==> src/common/clk_ctl_cfg.svh <==
// Offsets, reset values, field limits and timing counts of the clock control block.
// Assumes it is included by bare name after the package has been compiled.
`ifndef CLK_CTL_CFG_SVH
`define CLK_CTL_CFG_SVH

`define OFS_PRESCALE     6'h36
`define OFS_MAIN_SEL     6'h37
`define OFS_TRIM         6'h39
`define OFS_STATUS       6'h3a
`define OFS_PROTECT      6'h3c

`define PRESCALE_RST     4'h3
`define PRESCALE_MAX     4'h8
`define MAIN_SEL_RST     2'h0
`define SEL_INT8         2'h0
`define SEL_LP128        2'h1
`define SEL_EXT          2'h2
`define SEL_RESERVED     2'h3

`define STAT_WAKE_BIT    5
`define PROTECT_WINDOW   3'h4

`define RST_NORMAL_MS    64
`define RST_FAST_MS      8
`define LP_OSC_KHZ       128
`define OSC_SETTLE_CYC   16'h0006
`define CONFIG_CYC       16'h0015

`endif

==> src/common/clk_ctl_pkg.sv <==
// Types shared by the clock control modules.
// Assumes nothing beyond a SystemVerilog compiler.
package clk_ctl_pkg;
  typedef enum logic [2:0] {ST_HOLD, ST_DELAY, ST_OSC, ST_CONFIG, ST_RUN} startup_state_e;
  typedef enum logic [1:0] {SW_IDLE, SW_WAIT} switch_state_e;
  typedef logic [1:0] src_sel_t;
  typedef logic [3:0] div_code_t;
endpackage

==> src/common/clk_path_if.sv <==
// Carries the main clock and system clock path between control, switch and prescaler.
// Assumes all signals live in the single clk domain.
`timescale 1ns/100ps
interface clk_path_if;
  clk_ctl_pkg::src_sel_t  req_sel;
  clk_ctl_pkg::src_sel_t  cur_sel;
  logic                   main_clk;
  logic                   main_rise;
  clk_ctl_pkg::div_code_t div_code;
  logic                   div_pend;
  logic                   sys_clk;
  logic                   sys_rise;

  modport sw  (input req_sel, output cur_sel, main_clk, main_rise);
  modport pre (input main_clk, main_rise, div_code, output div_pend, sys_clk, sys_rise);
  modport top (output req_sel, div_code,
               input cur_sel, main_clk, main_rise, div_pend, sys_clk, sys_rise);
endinterface // clk_path_if

==> src/rtl/clock_control.sv <==
// Main clock selection, system prescaler, domain clock gating and start-up sequencer.
// Assumes oscillator and reset pins are asynchronous to clk, which is much faster than them.
//
// The implementer's own choices: the placing of the registers and strobed register access.
`timescale 1ns/100ps
`include "clk_ctl_cfg.svh"

module clock_control #(
  parameter logic [15:0] NORMAL_DELAY_EDGES = 16'(`RST_NORMAL_MS * `LP_OSC_KHZ),
  parameter logic [15:0] FAST_DELAY_EDGES   = 16'(`RST_FAST_MS * `LP_OSC_KHZ),
  parameter logic [7:0]  PROTECT_SIG        = 8'h5a
) (
  input  wire logic       clk,
  input  wire logic       arst_n,
  input  wire logic       osc8_in,
  input  wire logic       osc128_in,
  input  wire logic       ext_clock_input,
  input  wire logic       reset_src_n,
  input  wire logic       ext_int_in,
  input  wire logic       fast_start_cfg,
  input  wire logic [7:0] factory_trim,
  input  wire logic       halt_core,
  input  wire logic       halt_periph,
  input  wire logic       halt_conv,
  input  wire logic [5:0] reg_addr,
  input  wire logic [7:0] reg_wdata,
  input  wire logic       reg_wr,
  input  wire logic       reg_rd,
  output logic      [7:0] reg_rdata,
  output logic            internal_reset,
  output logic            core_clock,
  output logic            peripheral_clock,
  output logic            nvm_clock,
  output logic            converter_clock,
  output logic            wdt_clock,
  output logic            ext_int_wake,
  output logic      [7:0] oscillator_trim
);
  localparam int NSYNC = 5;

  clk_path_if path ();

  // Pin synchronisers: three stages, a level counts once stages two and three agree
  logic [NSYNC-1:0] s1_q, s2_q, s3_q, filt_q, prev_q;
  logic [NSYNC-1:0] pin_raw, pin_rise;
  logic             o8_f, lp_f, ext_f, rst_src_n_f, int_f;

  assign pin_raw = {ext_int_in, reset_src_n, ext_clock_input, osc128_in, osc8_in};

  always_ff @(posedge clk or negedge arst_n) begin
    if (!arst_n) begin
      s1_q   <= '0;
      s2_q   <= '0;
      s3_q   <= '0;
      filt_q <= '0;
      prev_q <= '0;
    end else begin
      s1_q   <= pin_raw;
      s2_q   <= s1_q;
      s3_q   <= s2_q;
      filt_q <= (s2_q & s3_q) | (filt_q & (s2_q | s3_q));
      prev_q <= filt_q;
    end
  end

  assign pin_rise    = filt_q & ~prev_q;
  assign o8_f        = filt_q[0];
  assign lp_f        = filt_q[1];
  assign ext_f       = filt_q[2];
  assign rst_src_n_f = filt_q[3];
  assign int_f       = filt_q[4];

  // Clock path
  clk_source_switch u_switch (
    .clk     (clk),
    .arst_n  (arst_n),
    .src_lvl ({1'b0, ext_f, lp_f, o8_f}),
    .p       (path.sw)
  );

  sys_prescaler u_prescaler (
    .clk    (clk),
    .arst_n (arst_n),
    .p      (path.pre)
  );

  // Start-up sequencer
  clk_ctl_pkg::startup_state_e st_q, st_d;
  logic [15:0] cnt_q, cnt_d;
  logic [15:0] dly_target_q;
  logic        int_reset_q;
  logic        dly_last, osc_last, cfg_last;

  assign dly_last = (st_q == clk_ctl_pkg::ST_DELAY) && pin_rise[1] &&
                    (cnt_q == dly_target_q - 16'h0001);
  assign osc_last = (st_q == clk_ctl_pkg::ST_OSC) && pin_rise[0] &&
                    (cnt_q == `OSC_SETTLE_CYC - 16'h0001);
  assign cfg_last = (st_q == clk_ctl_pkg::ST_CONFIG) && path.sys_rise &&
                    (cnt_q == `CONFIG_CYC - 16'h0001);

  always_comb begin
    st_d  = st_q;
    cnt_d = cnt_q;
    unique case (st_q)
      clk_ctl_pkg::ST_HOLD: begin
        st_d  = clk_ctl_pkg::ST_DELAY;
        cnt_d = 16'h0000;
      end
      clk_ctl_pkg::ST_DELAY: begin
        // Supply level is not looked at; the full delay always elapses
        if (dly_last) begin
          st_d  = clk_ctl_pkg::ST_OSC;
          cnt_d = 16'h0000;
        end else if (pin_rise[1]) begin
          cnt_d = cnt_q + 16'h0001;
        end
      end
      clk_ctl_pkg::ST_OSC: begin
        if (osc_last) begin
          st_d  = clk_ctl_pkg::ST_CONFIG;
          cnt_d = 16'h0000;
        end else if (pin_rise[0]) begin
          cnt_d = cnt_q + 16'h0001;
        end
      end
      clk_ctl_pkg::ST_CONFIG: begin
        if (cfg_last) begin
          st_d = clk_ctl_pkg::ST_RUN;
        end else if (path.sys_rise) begin
          cnt_d = cnt_q + 16'h0001;
        end
      end
      clk_ctl_pkg::ST_RUN: begin
      end
    endcase
    if (!rst_src_n_f) begin
      st_d  = clk_ctl_pkg::ST_HOLD;
      cnt_d = 16'h0000;
    end
  end

  always_ff @(posedge clk or negedge arst_n) begin
    if (!arst_n) begin
      st_q        <= clk_ctl_pkg::ST_HOLD;
      cnt_q       <= 16'h0000;
      int_reset_q <= 1'b1;
    end else begin
      st_q        <= st_d;
      cnt_q       <= cnt_d;
      int_reset_q <= (st_d != clk_ctl_pkg::ST_RUN);
    end
  end

  // Strap is read only on leaving hold, so a change mid-count cannot shorten the delay
  always_ff @(posedge clk or negedge arst_n) begin
    if (!arst_n) begin
      dly_target_q <= NORMAL_DELAY_EDGES;
    end else if (st_q == clk_ctl_pkg::ST_HOLD && rst_src_n_f) begin
      dly_target_q <= fast_start_cfg ? FAST_DELAY_EDGES : NORMAL_DELAY_EDGES;
    end
  end

  // Register file
  clk_ctl_pkg::src_sel_t   sel_q;
  clk_ctl_pkg::div_code_t  prescale_q;
  logic [7:0]              trim_q;
  logic [2:0]              unlock_q;
  logic                    unlocked;
  logic                    wake_q;
  logic [7:0]              rdata_q;
  logic [7:0]              status;

  assign unlocked = (unlock_q != 3'h0);

  // Window counts instruction cycles, i.e. system clock edges
  always_ff @(posedge clk or negedge arst_n) begin
    if (!arst_n) begin
      unlock_q <= 3'h0;
    end else if (int_reset_q) begin
      unlock_q <= 3'h0;
    end else if (reg_wr && reg_addr == `OFS_PROTECT && reg_wdata == PROTECT_SIG) begin
      unlock_q <= `PROTECT_WINDOW;
    end else if (unlocked && path.sys_rise) begin
      unlock_q <= unlock_q - 3'h1;
    end
  end

  always_ff @(posedge clk or negedge arst_n) begin
    if (!arst_n) begin
      sel_q <= `MAIN_SEL_RST;
    end else if (int_reset_q) begin
      sel_q <= `MAIN_SEL_RST;
    end else if (reg_wr && reg_addr == `OFS_MAIN_SEL && unlocked &&
                 reg_wdata[1:0] != `SEL_RESERVED) begin
      sel_q <= reg_wdata[1:0];
    end
  end

  always_ff @(posedge clk or negedge arst_n) begin
    if (!arst_n) begin
      prescale_q <= `PRESCALE_RST;
    end else if (int_reset_q) begin
      prescale_q <= `PRESCALE_RST;
    end else if (reg_wr && reg_addr == `OFS_PRESCALE && unlocked &&
                 reg_wdata[3:0] <= `PRESCALE_MAX) begin
      prescale_q <= reg_wdata[3:0];
    end
  end

  always_ff @(posedge clk or negedge arst_n) begin
    if (!arst_n) begin
      trim_q <= 8'h00;
    end else if (osc_last && rst_src_n_f) begin
      trim_q <= factory_trim;
    end else if (!int_reset_q && reg_wr && reg_addr == `OFS_TRIM) begin
      trim_q <= reg_wdata;
    end
  end

  // Runs on clk, never on the gated peripheral clock; a new event beats a clear
  always_ff @(posedge clk or negedge arst_n) begin
    if (!arst_n) begin
      wake_q <= 1'b0;
    end else if (pin_rise[4]) begin
      wake_q <= 1'b1;
    end else if (reg_wr && reg_addr == `OFS_STATUS && reg_wdata[`STAT_WAKE_BIT]) begin
      wake_q <= 1'b0;
    end
  end

  assign status = {2'b00, wake_q, unlocked, path.div_pend,
                   (path.cur_sel != sel_q), path.cur_sel};

  always_ff @(posedge clk or negedge arst_n) begin
    if (!arst_n) begin
      rdata_q <= 8'h00;
    end else if (reg_rd) begin
      unique case (reg_addr)
        `OFS_PRESCALE: rdata_q <= {4'h0, prescale_q};
        `OFS_MAIN_SEL: rdata_q <= {6'h00, sel_q};
        `OFS_TRIM:     rdata_q <= trim_q;
        `OFS_STATUS:   rdata_q <= status;
        default:       rdata_q <= 8'h00;
      endcase
    end else begin
      rdata_q <= 8'h00;
    end
  end

  assign path.req_sel  = sel_q;
  assign path.div_code = prescale_q;

  // Domain clock gating: enables move only while the system clock is low
  logic deliver;
  logic core_en_q, periph_en_q, conv_en_q;
  logic core_clk_q, periph_clk_q, nvm_clk_q, conv_clk_q, wdt_clk_q;

  assign deliver = (st_q == clk_ctl_pkg::ST_CONFIG) || (st_q == clk_ctl_pkg::ST_RUN);

  always_ff @(posedge clk or negedge arst_n) begin
    if (!arst_n) begin
      core_en_q   <= 1'b0;
      periph_en_q <= 1'b0;
      conv_en_q   <= 1'b0;
    end else if (!path.sys_clk) begin
      core_en_q   <= deliver && !halt_core;
      periph_en_q <= deliver && !halt_periph;
      conv_en_q   <= deliver && !halt_conv;
    end
  end

  always_ff @(posedge clk or negedge arst_n) begin
    if (!arst_n) begin
      core_clk_q   <= 1'b0;
      periph_clk_q <= 1'b0;
      nvm_clk_q    <= 1'b0;
      conv_clk_q   <= 1'b0;
      wdt_clk_q    <= 1'b0;
    end else begin
      core_clk_q   <= path.sys_clk & core_en_q;
      periph_clk_q <= path.sys_clk & periph_en_q;
      nvm_clk_q    <= path.sys_clk & core_en_q;
      conv_clk_q   <= path.sys_clk & conv_en_q;
      wdt_clk_q    <= lp_f;
    end
  end

  assign reg_rdata        = rdata_q;
  assign internal_reset   = int_reset_q;
  assign core_clock       = core_clk_q;
  assign peripheral_clock = periph_clk_q;
  assign nvm_clock        = nvm_clk_q;
  assign converter_clock  = conv_clk_q;
  assign wdt_clock        = wdt_clk_q;
  assign ext_int_wake     = wake_q;
  assign oscillator_trim  = trim_q;
endmodule // clock_control

==> src/rtl/clk_source_switch.sv <==
// Glitch-free selector of the main clock among the filtered oscillator levels.
// Assumes src_lvl is already synchronised and req_sel never holds the reserved code.
`timescale 1ns/100ps
`include "clk_ctl_cfg.svh"
module clk_source_switch (
  input  wire logic       clk,
  input  wire logic       arst_n,
  input  wire logic [3:0] src_lvl,
  clk_path_if.sw          p
);
  clk_ctl_pkg::switch_state_e st_q, st_d;
  clk_ctl_pkg::src_sel_t      cur_q, cur_d;
  logic                       main_q, main_d;
  logic                       rise_q;

  // Park low after the old source's high phase ends, then join the new source while it is low
  always_comb begin
    st_d  = st_q;
    cur_d = cur_q;
    unique case (st_q)
      clk_ctl_pkg::SW_IDLE: begin
        if (p.req_sel != cur_q && !main_q) begin
          st_d = clk_ctl_pkg::SW_WAIT;
        end
      end
      clk_ctl_pkg::SW_WAIT: begin
        if (!src_lvl[p.req_sel]) begin
          cur_d = p.req_sel;
          st_d  = clk_ctl_pkg::SW_IDLE;
        end
      end
    endcase
    main_d = (st_d == clk_ctl_pkg::SW_IDLE) ? src_lvl[cur_d] : 1'b0;
  end

  always_ff @(posedge clk or negedge arst_n) begin
    if (!arst_n) begin
      st_q   <= clk_ctl_pkg::SW_IDLE;
      cur_q  <= `SEL_INT8;
      main_q <= 1'b0;
      rise_q <= 1'b0;
    end else begin
      st_q   <= st_d;
      cur_q  <= cur_d;
      main_q <= main_d;
      rise_q <= main_d & ~main_q;
    end
  end

  assign p.cur_sel   = cur_q;
  assign p.main_clk  = main_q;
  assign p.main_rise = rise_q;
endmodule // clk_source_switch

==> src/rtl/sys_prescaler.sv <==
// Power-of-two divider of the main clock into the system clock.
// Assumes div_code holds only codes 0 to 8 and main_rise marks the first high cycle.
`timescale 1ns/100ps
`include "clk_ctl_cfg.svh"
module sys_prescaler (
  input  wire logic clk,
  input  wire logic arst_n,
  clk_path_if.pre   p
);
  clk_ctl_pkg::div_code_t code_q, code_d;
  logic [7:0]             hc_q, hc_d;
  logic [7:0]             half_m1;
  logic                   sys_q, sys_d;
  logic                   rise_q;

  // Counter state is internal only; software sees the requested code and the div_pend status flag
  always_comb begin
    code_d  = code_q;
    hc_d    = hc_q;
    sys_d   = sys_q;
    half_m1 = 8'h00;
    if (code_q == 4'h0) begin
      sys_d = p.main_clk;
      if (p.main_rise && p.div_code != code_q) begin
        code_d = p.div_code;
        hc_d   = 8'h00;
      end
    end else begin
      half_m1 = 8'((9'h001 << (code_q - 4'h1)) - 9'h001);
      if (p.main_rise) begin
        if (hc_q == half_m1) begin
          hc_d  = 8'h00;
          sys_d = ~sys_q;
          // Only at the start of a period, so no phase is cut short
          if (!sys_q && p.div_code != code_q) begin
            code_d = p.div_code;
          end
        end else begin
          hc_d = hc_q + 8'h01;
        end
      end
    end
  end

  always_ff @(posedge clk or negedge arst_n) begin
    if (!arst_n) begin
      code_q <= `PRESCALE_RST;
      hc_q   <= 8'h00;
      sys_q  <= 1'b0;
      rise_q <= 1'b0;
    end else begin
      code_q <= code_d;
      hc_q   <= hc_d;
      sys_q  <= sys_d;
      rise_q <= sys_d & ~sys_q;
    end
  end

  assign p.sys_clk  = sys_q;
  assign p.sys_rise = rise_q;
  assign p.div_pend = (code_q != p.div_code);
endmodule // sys_prescaler

==> config.mk <==
export PLATFORM = sky130hd
export DESIGN_NAME = clock_control
export DESIGN_NICKNAME = d
export VERILOG_FILES = /design/src/common/clk_ctl_pkg.sv /design/src/common/clk_path_if.sv /design/src/rtl/clock_control.sv /design/src/rtl/clk_source_switch.sv /design/src/rtl/sys_prescaler.sv
export VERILOG_INCLUDE_DIRS = /design/src /design/src/common
export SDC_FILE = /design/constraint.sdc
export NUM_CORES = 1
export LEC_CHECK = 0
export BUFFER_PORTS_ARGS = -buffer_cell sky130_fd_sc_hd__buf_2
export CAP_MARGIN = 40
export CORE_ASPECT_RATIO = 0.75
export CORE_UTILIZATION = 35
export CTS_CLUSTER_SIZE = 30
export DETAILED_ROUTE_END_ITERATION = 8
export PLACE_DENSITY = 0.59
export SLEW_MARGIN = 20
export SYNTH_ARGS = -nofsm -noshare
export SYNTH_HDL_FRONTEND = slang
export SYNTH_SLANG_ARGS = --single-unit
==> constraint.sdc <==
create_clock -name clk -period 4.3 [get_ports clk]
set_input_delay 0.215 -clock clk [delete_from_list [all_inputs] [get_ports clk]]
set_output_delay 0.215 -clock clk [all_outputs]
set_load 0.005 [all_outputs]
==> results_dict.tcl <==
set metrics [dict create \
    status "finished, final reports clean" \
    hp-class "input port to flip-flop" \
    grt-ovfl-total 0 \
    final.fill_count 1255 \
    sw_frac_of_total_pct 29.39 \
    clockPowerShare_pct 34.5 \
    place.gp.congestion 0.8498 \
    p_sw_w 0.0006512 \
    period_minus_slack_ns 3.445 \
    ys_warn_count 0 \
    core_um2 13110 \
    fp-row-count 36 \
    drtAntennaViolNets 0 \
    async_reset_ff_share_pct 100.0 \
    grt_use_met3_pct 4.572 \
    grt_busiest_layer "met1" \
    die_h_um 102.8 \
    drive_above_1_share_pct 17.47 \
    die_area_um2 14030 \
    synthFlopType "dfrtp_1" \
    dr.pass1.iters 5 \
    required_ns 4.50 \
    die_w_um 136.5 \
    worstSkewPairLatency_ns 0.35 \
    cp_max_fo 16 \
    worst_slew_pin_slew_ns 0.6675 \
    fmax_mhz 290.3 \
    rsz0062_at_grt "no" \
    syn-num-nets 500 \
    wl_per_cell_um 14.91 \
    syn-cell-area_um2 4746 \
    drt-total-wl_um 10320 \
    comb_power_share_pct 17.2 \
    ys_seq_area_share_pct 51.31 \
    setup_violations 0 \
    fin_util_pct 42.22 \
    antenna_found_initial 0 \
    port_buffers 57 \
    fin_crit_sh_pct 80.11 \
    cts_buffer_depth 2 \
    via_count 3634 \
    setup_tns_ns 0 \
    start_util_pct 36.21 \
    avgSynthCellArea_um2 10.38 \
    nets 559 \
    criticalPathCategory "flip-flop to flip-flop" \
    cts_tree "yes" \
    postCtsResizedCells 0 \
    gr-usage-met2_pct 21.05 \
    io-pin-count 58 \
    start_kind "flip-flop" \
    root_buffer "clkbuf_16" \
    numCtsBuffers 9 \
    grt_usage_pct 15.59 \
    grt_pass1_vias 3228 \
    irDropWorstVdd_mv 0.2089 \
    drt-vias-per-instance 5.251 \
    cap_violations 0 \
    met1_usage_pct 23.82 \
    postCtsHoldBufs 6 \
    syn2layout_area_growth_pct 16.61 \
    cp-end-kind "flip-flop" \
    power.leakage_nw 2.506 \
    cts_sinks 97 \
    grt_max_degree 55 \
    drt-initial-drc-count 281 \
    power_density_nw_per_um2 400.4 \
    synth_cells 457 \
    path_clk_slew_ns 0.07 \
    slew_headroom_pct 55.50 \
    seq_power_share_pct 48.3 \
    n_antenna_cell 0 \
    post-cts-setup-buffers 0 \
    cp_data_arrival_time_ns 3.64 \
    drc 0 \
    hpwl_um 7353 \
    synth_edf_count 0 \
    grt_first_pass_wirelength_um 16840 \
    synth_cell_types 58 \
    fin_skew_ns 0.01238 \
    hold_violations 0 \
    p_int_w 0.001565 \
    drv_slew 0 \
    ys_ff_latch 97 \
    htreeDepth 3 \
]
[Yosys cell counts (5+ instances only)]
library cell	number	share of area, %
a21o_1	5	0.79
a21oi_1	12	1.3
a22o_1	14	2.6
a22oi_1	5	0.79
and3_1	10	1.3
clkbuf_1	14	1.1
dfrtp_1	91	48
dfstp_2	6	3.3
ha_1	8	2.1
inv_1	22	1.7
maj3_1	5	1.1
mux2i_1	14	3.0
nand2_1	30	2.4
nand2b_1	7	0.92
nand3_1	12	1.3
nand3b_1	5	0.79
nand4_1	11	1.5
nor2_1	26	2.1
nor2b_1	14	1.8
nor3_1	14	1.5
nor4b_1	6	1.1
o21ai_0	28	3.0
o31ai_1	7	1.1
xnor2_1	11	2.0
xor2_1	11	2.0
[power groups by stage]
stage / registers, W / logic [W] / clock network [W]
floorplan: 0.00104 / 0.000314 / 0
global placement: 0.00108 / 0.000366 / 0
detailed placement: 0.00109 / 0.000377 / 0
CTS: 0.00107 / 0.000384 / 0.000784
global route: 0.00108 / 0.000429 / 0.000831
finish: 0.00107 / 0.000380 / 0.000765
[critical path, stage by stage (launching register included)]
cell      delay [ns]
dfstp_2         0.69
or4b_2          0.62
ha_1            0.25
nor4bb_1        0.37
a32oi_1         0.12
xnor2_1         0.15
or4_4           0.47
o21ai_1         0.49
a21oi_1         0.14
[flip-flops by register name, summed over array words and instances, names as in the netlist, 2 cells and up]
signal	flops
prev_q	3
unlock_q	3
s1_q	5
path.req_sel	2
dly_target_q	2
u_switch.st_q	2
s3_q	5
filt_q	5
cnt_q	16
path.div_code	4
u_switch.p.cur_sel	2
oscillator_trim	8
u_prescaler.hc_q	8
u_prescaler.code_q	4
reg_rdata	8
st_q	3
s2_q	5
[layout by cell type, fill, tap and decap left out, types with 4 or more instances in the layout]
cell and count:
dfrtp_1 91, buf_2 57, nand2_1 30, o21ai_0 28
nor2_1 26, inv_1 22, nor3_1 14, mux2i_1 14
nor2b_1 14, a22o_1 14, nand3_1 12, a21oi_1 12
xor2_1 11, nand4_1 11, xnor2_1 11, and3_1 10
clkbuf_16 9, ha_1 8, nand2b_1 7, o31ai_1 7
nor4b_1 6, dfstp_2 6, dlygate4sd3_1 6, nand3b_1 5
a22oi_1 5, maj3_1 5, a21o_1 5, mux2_2 4
nor4_1 4, nor3b_1 4, o21a_1 4, and2_1 4
buf_4 4
[logic make-up (layout without fill, tap and decap cells)]
logic type,after synthesis,count (layout),synth area share [%]
buf+inv,42,106,3.691
flops,97,97,51.30
compound gates,101,101,14.42
xor+xnor,22,22,4.060
mux,18,18,3.902
simple gates,164,164,19.46
fa+ha+maj,13,13,3.164
[layer usage]
layer / vias up / routed length [um]
li1: 1777 / -
met1: 1782 / 5289
met3: 4 / 500
met5: - / 0
met2: 71 / 4444
met4: 0 / 87
[area by class of cell]
type	instances	area (um^2)	share of cell area, %
repair buffers	68	386.6	6.986
well taps	171	214.0	3.866
multi-input cells	318	2136	38.59
inverters	22	82.58	1.492
clock buffers	11	242.7	4.386
clock inverters	5	37.54	0.6783
flip-flops and latches	97	2435	44.00
[per-stage QoR]
| step | power, W | setup WS, ns | hold slack (ns) | instances | cell area (um^2) |
|---|---|---|---|---|---|
| 2_1_floorplan | 0.001349 | 1.033 | -0.08059 | 457 | 4746 |
| 3_3_place_gp | 0.001451 | 1.015 | 0.2407 | 668 | 5177 |
| 3_5_place_dp | 0.001465 | 0.8658 | 0.2421 | 670 | 5194 |
| 4_1_cts | 0.002238 | 0.8502 | 0.03624 | 692 | 5534 |
| 5_1_grt | 0.002345 | 0.6151 | 0.03130 | 692 | 5534 |
| 6_report | 0.002216 | 0.8551 | 0.04901 | 692 | 5534 |
[worst paths after layout]
check / slack [ns] / endpoint / cells after the start / start
setup / recovery: 0.86 / u_prescaler.hc_q[4] / 8 / u_prescaler.code_q[1]
hold reg to reg: 0.35 / s2_q[2] / 0 / s1_q[2]
setup reg to reg: 0.86 / u_prescaler.hc_q[4] / 8 / u_prescaler.code_q[1]
max in group asynchronous: 2.83 / u_prescaler.hc_q[5] / 3 / arst_n
hold / removal: 0.05 / periph_en_q / 2 / halt_periph
min in group asynchronous: 0.39 / cnt_q[13] / 2 / arst_n
No activity file was read; power rests on OpenSTA's default activity.
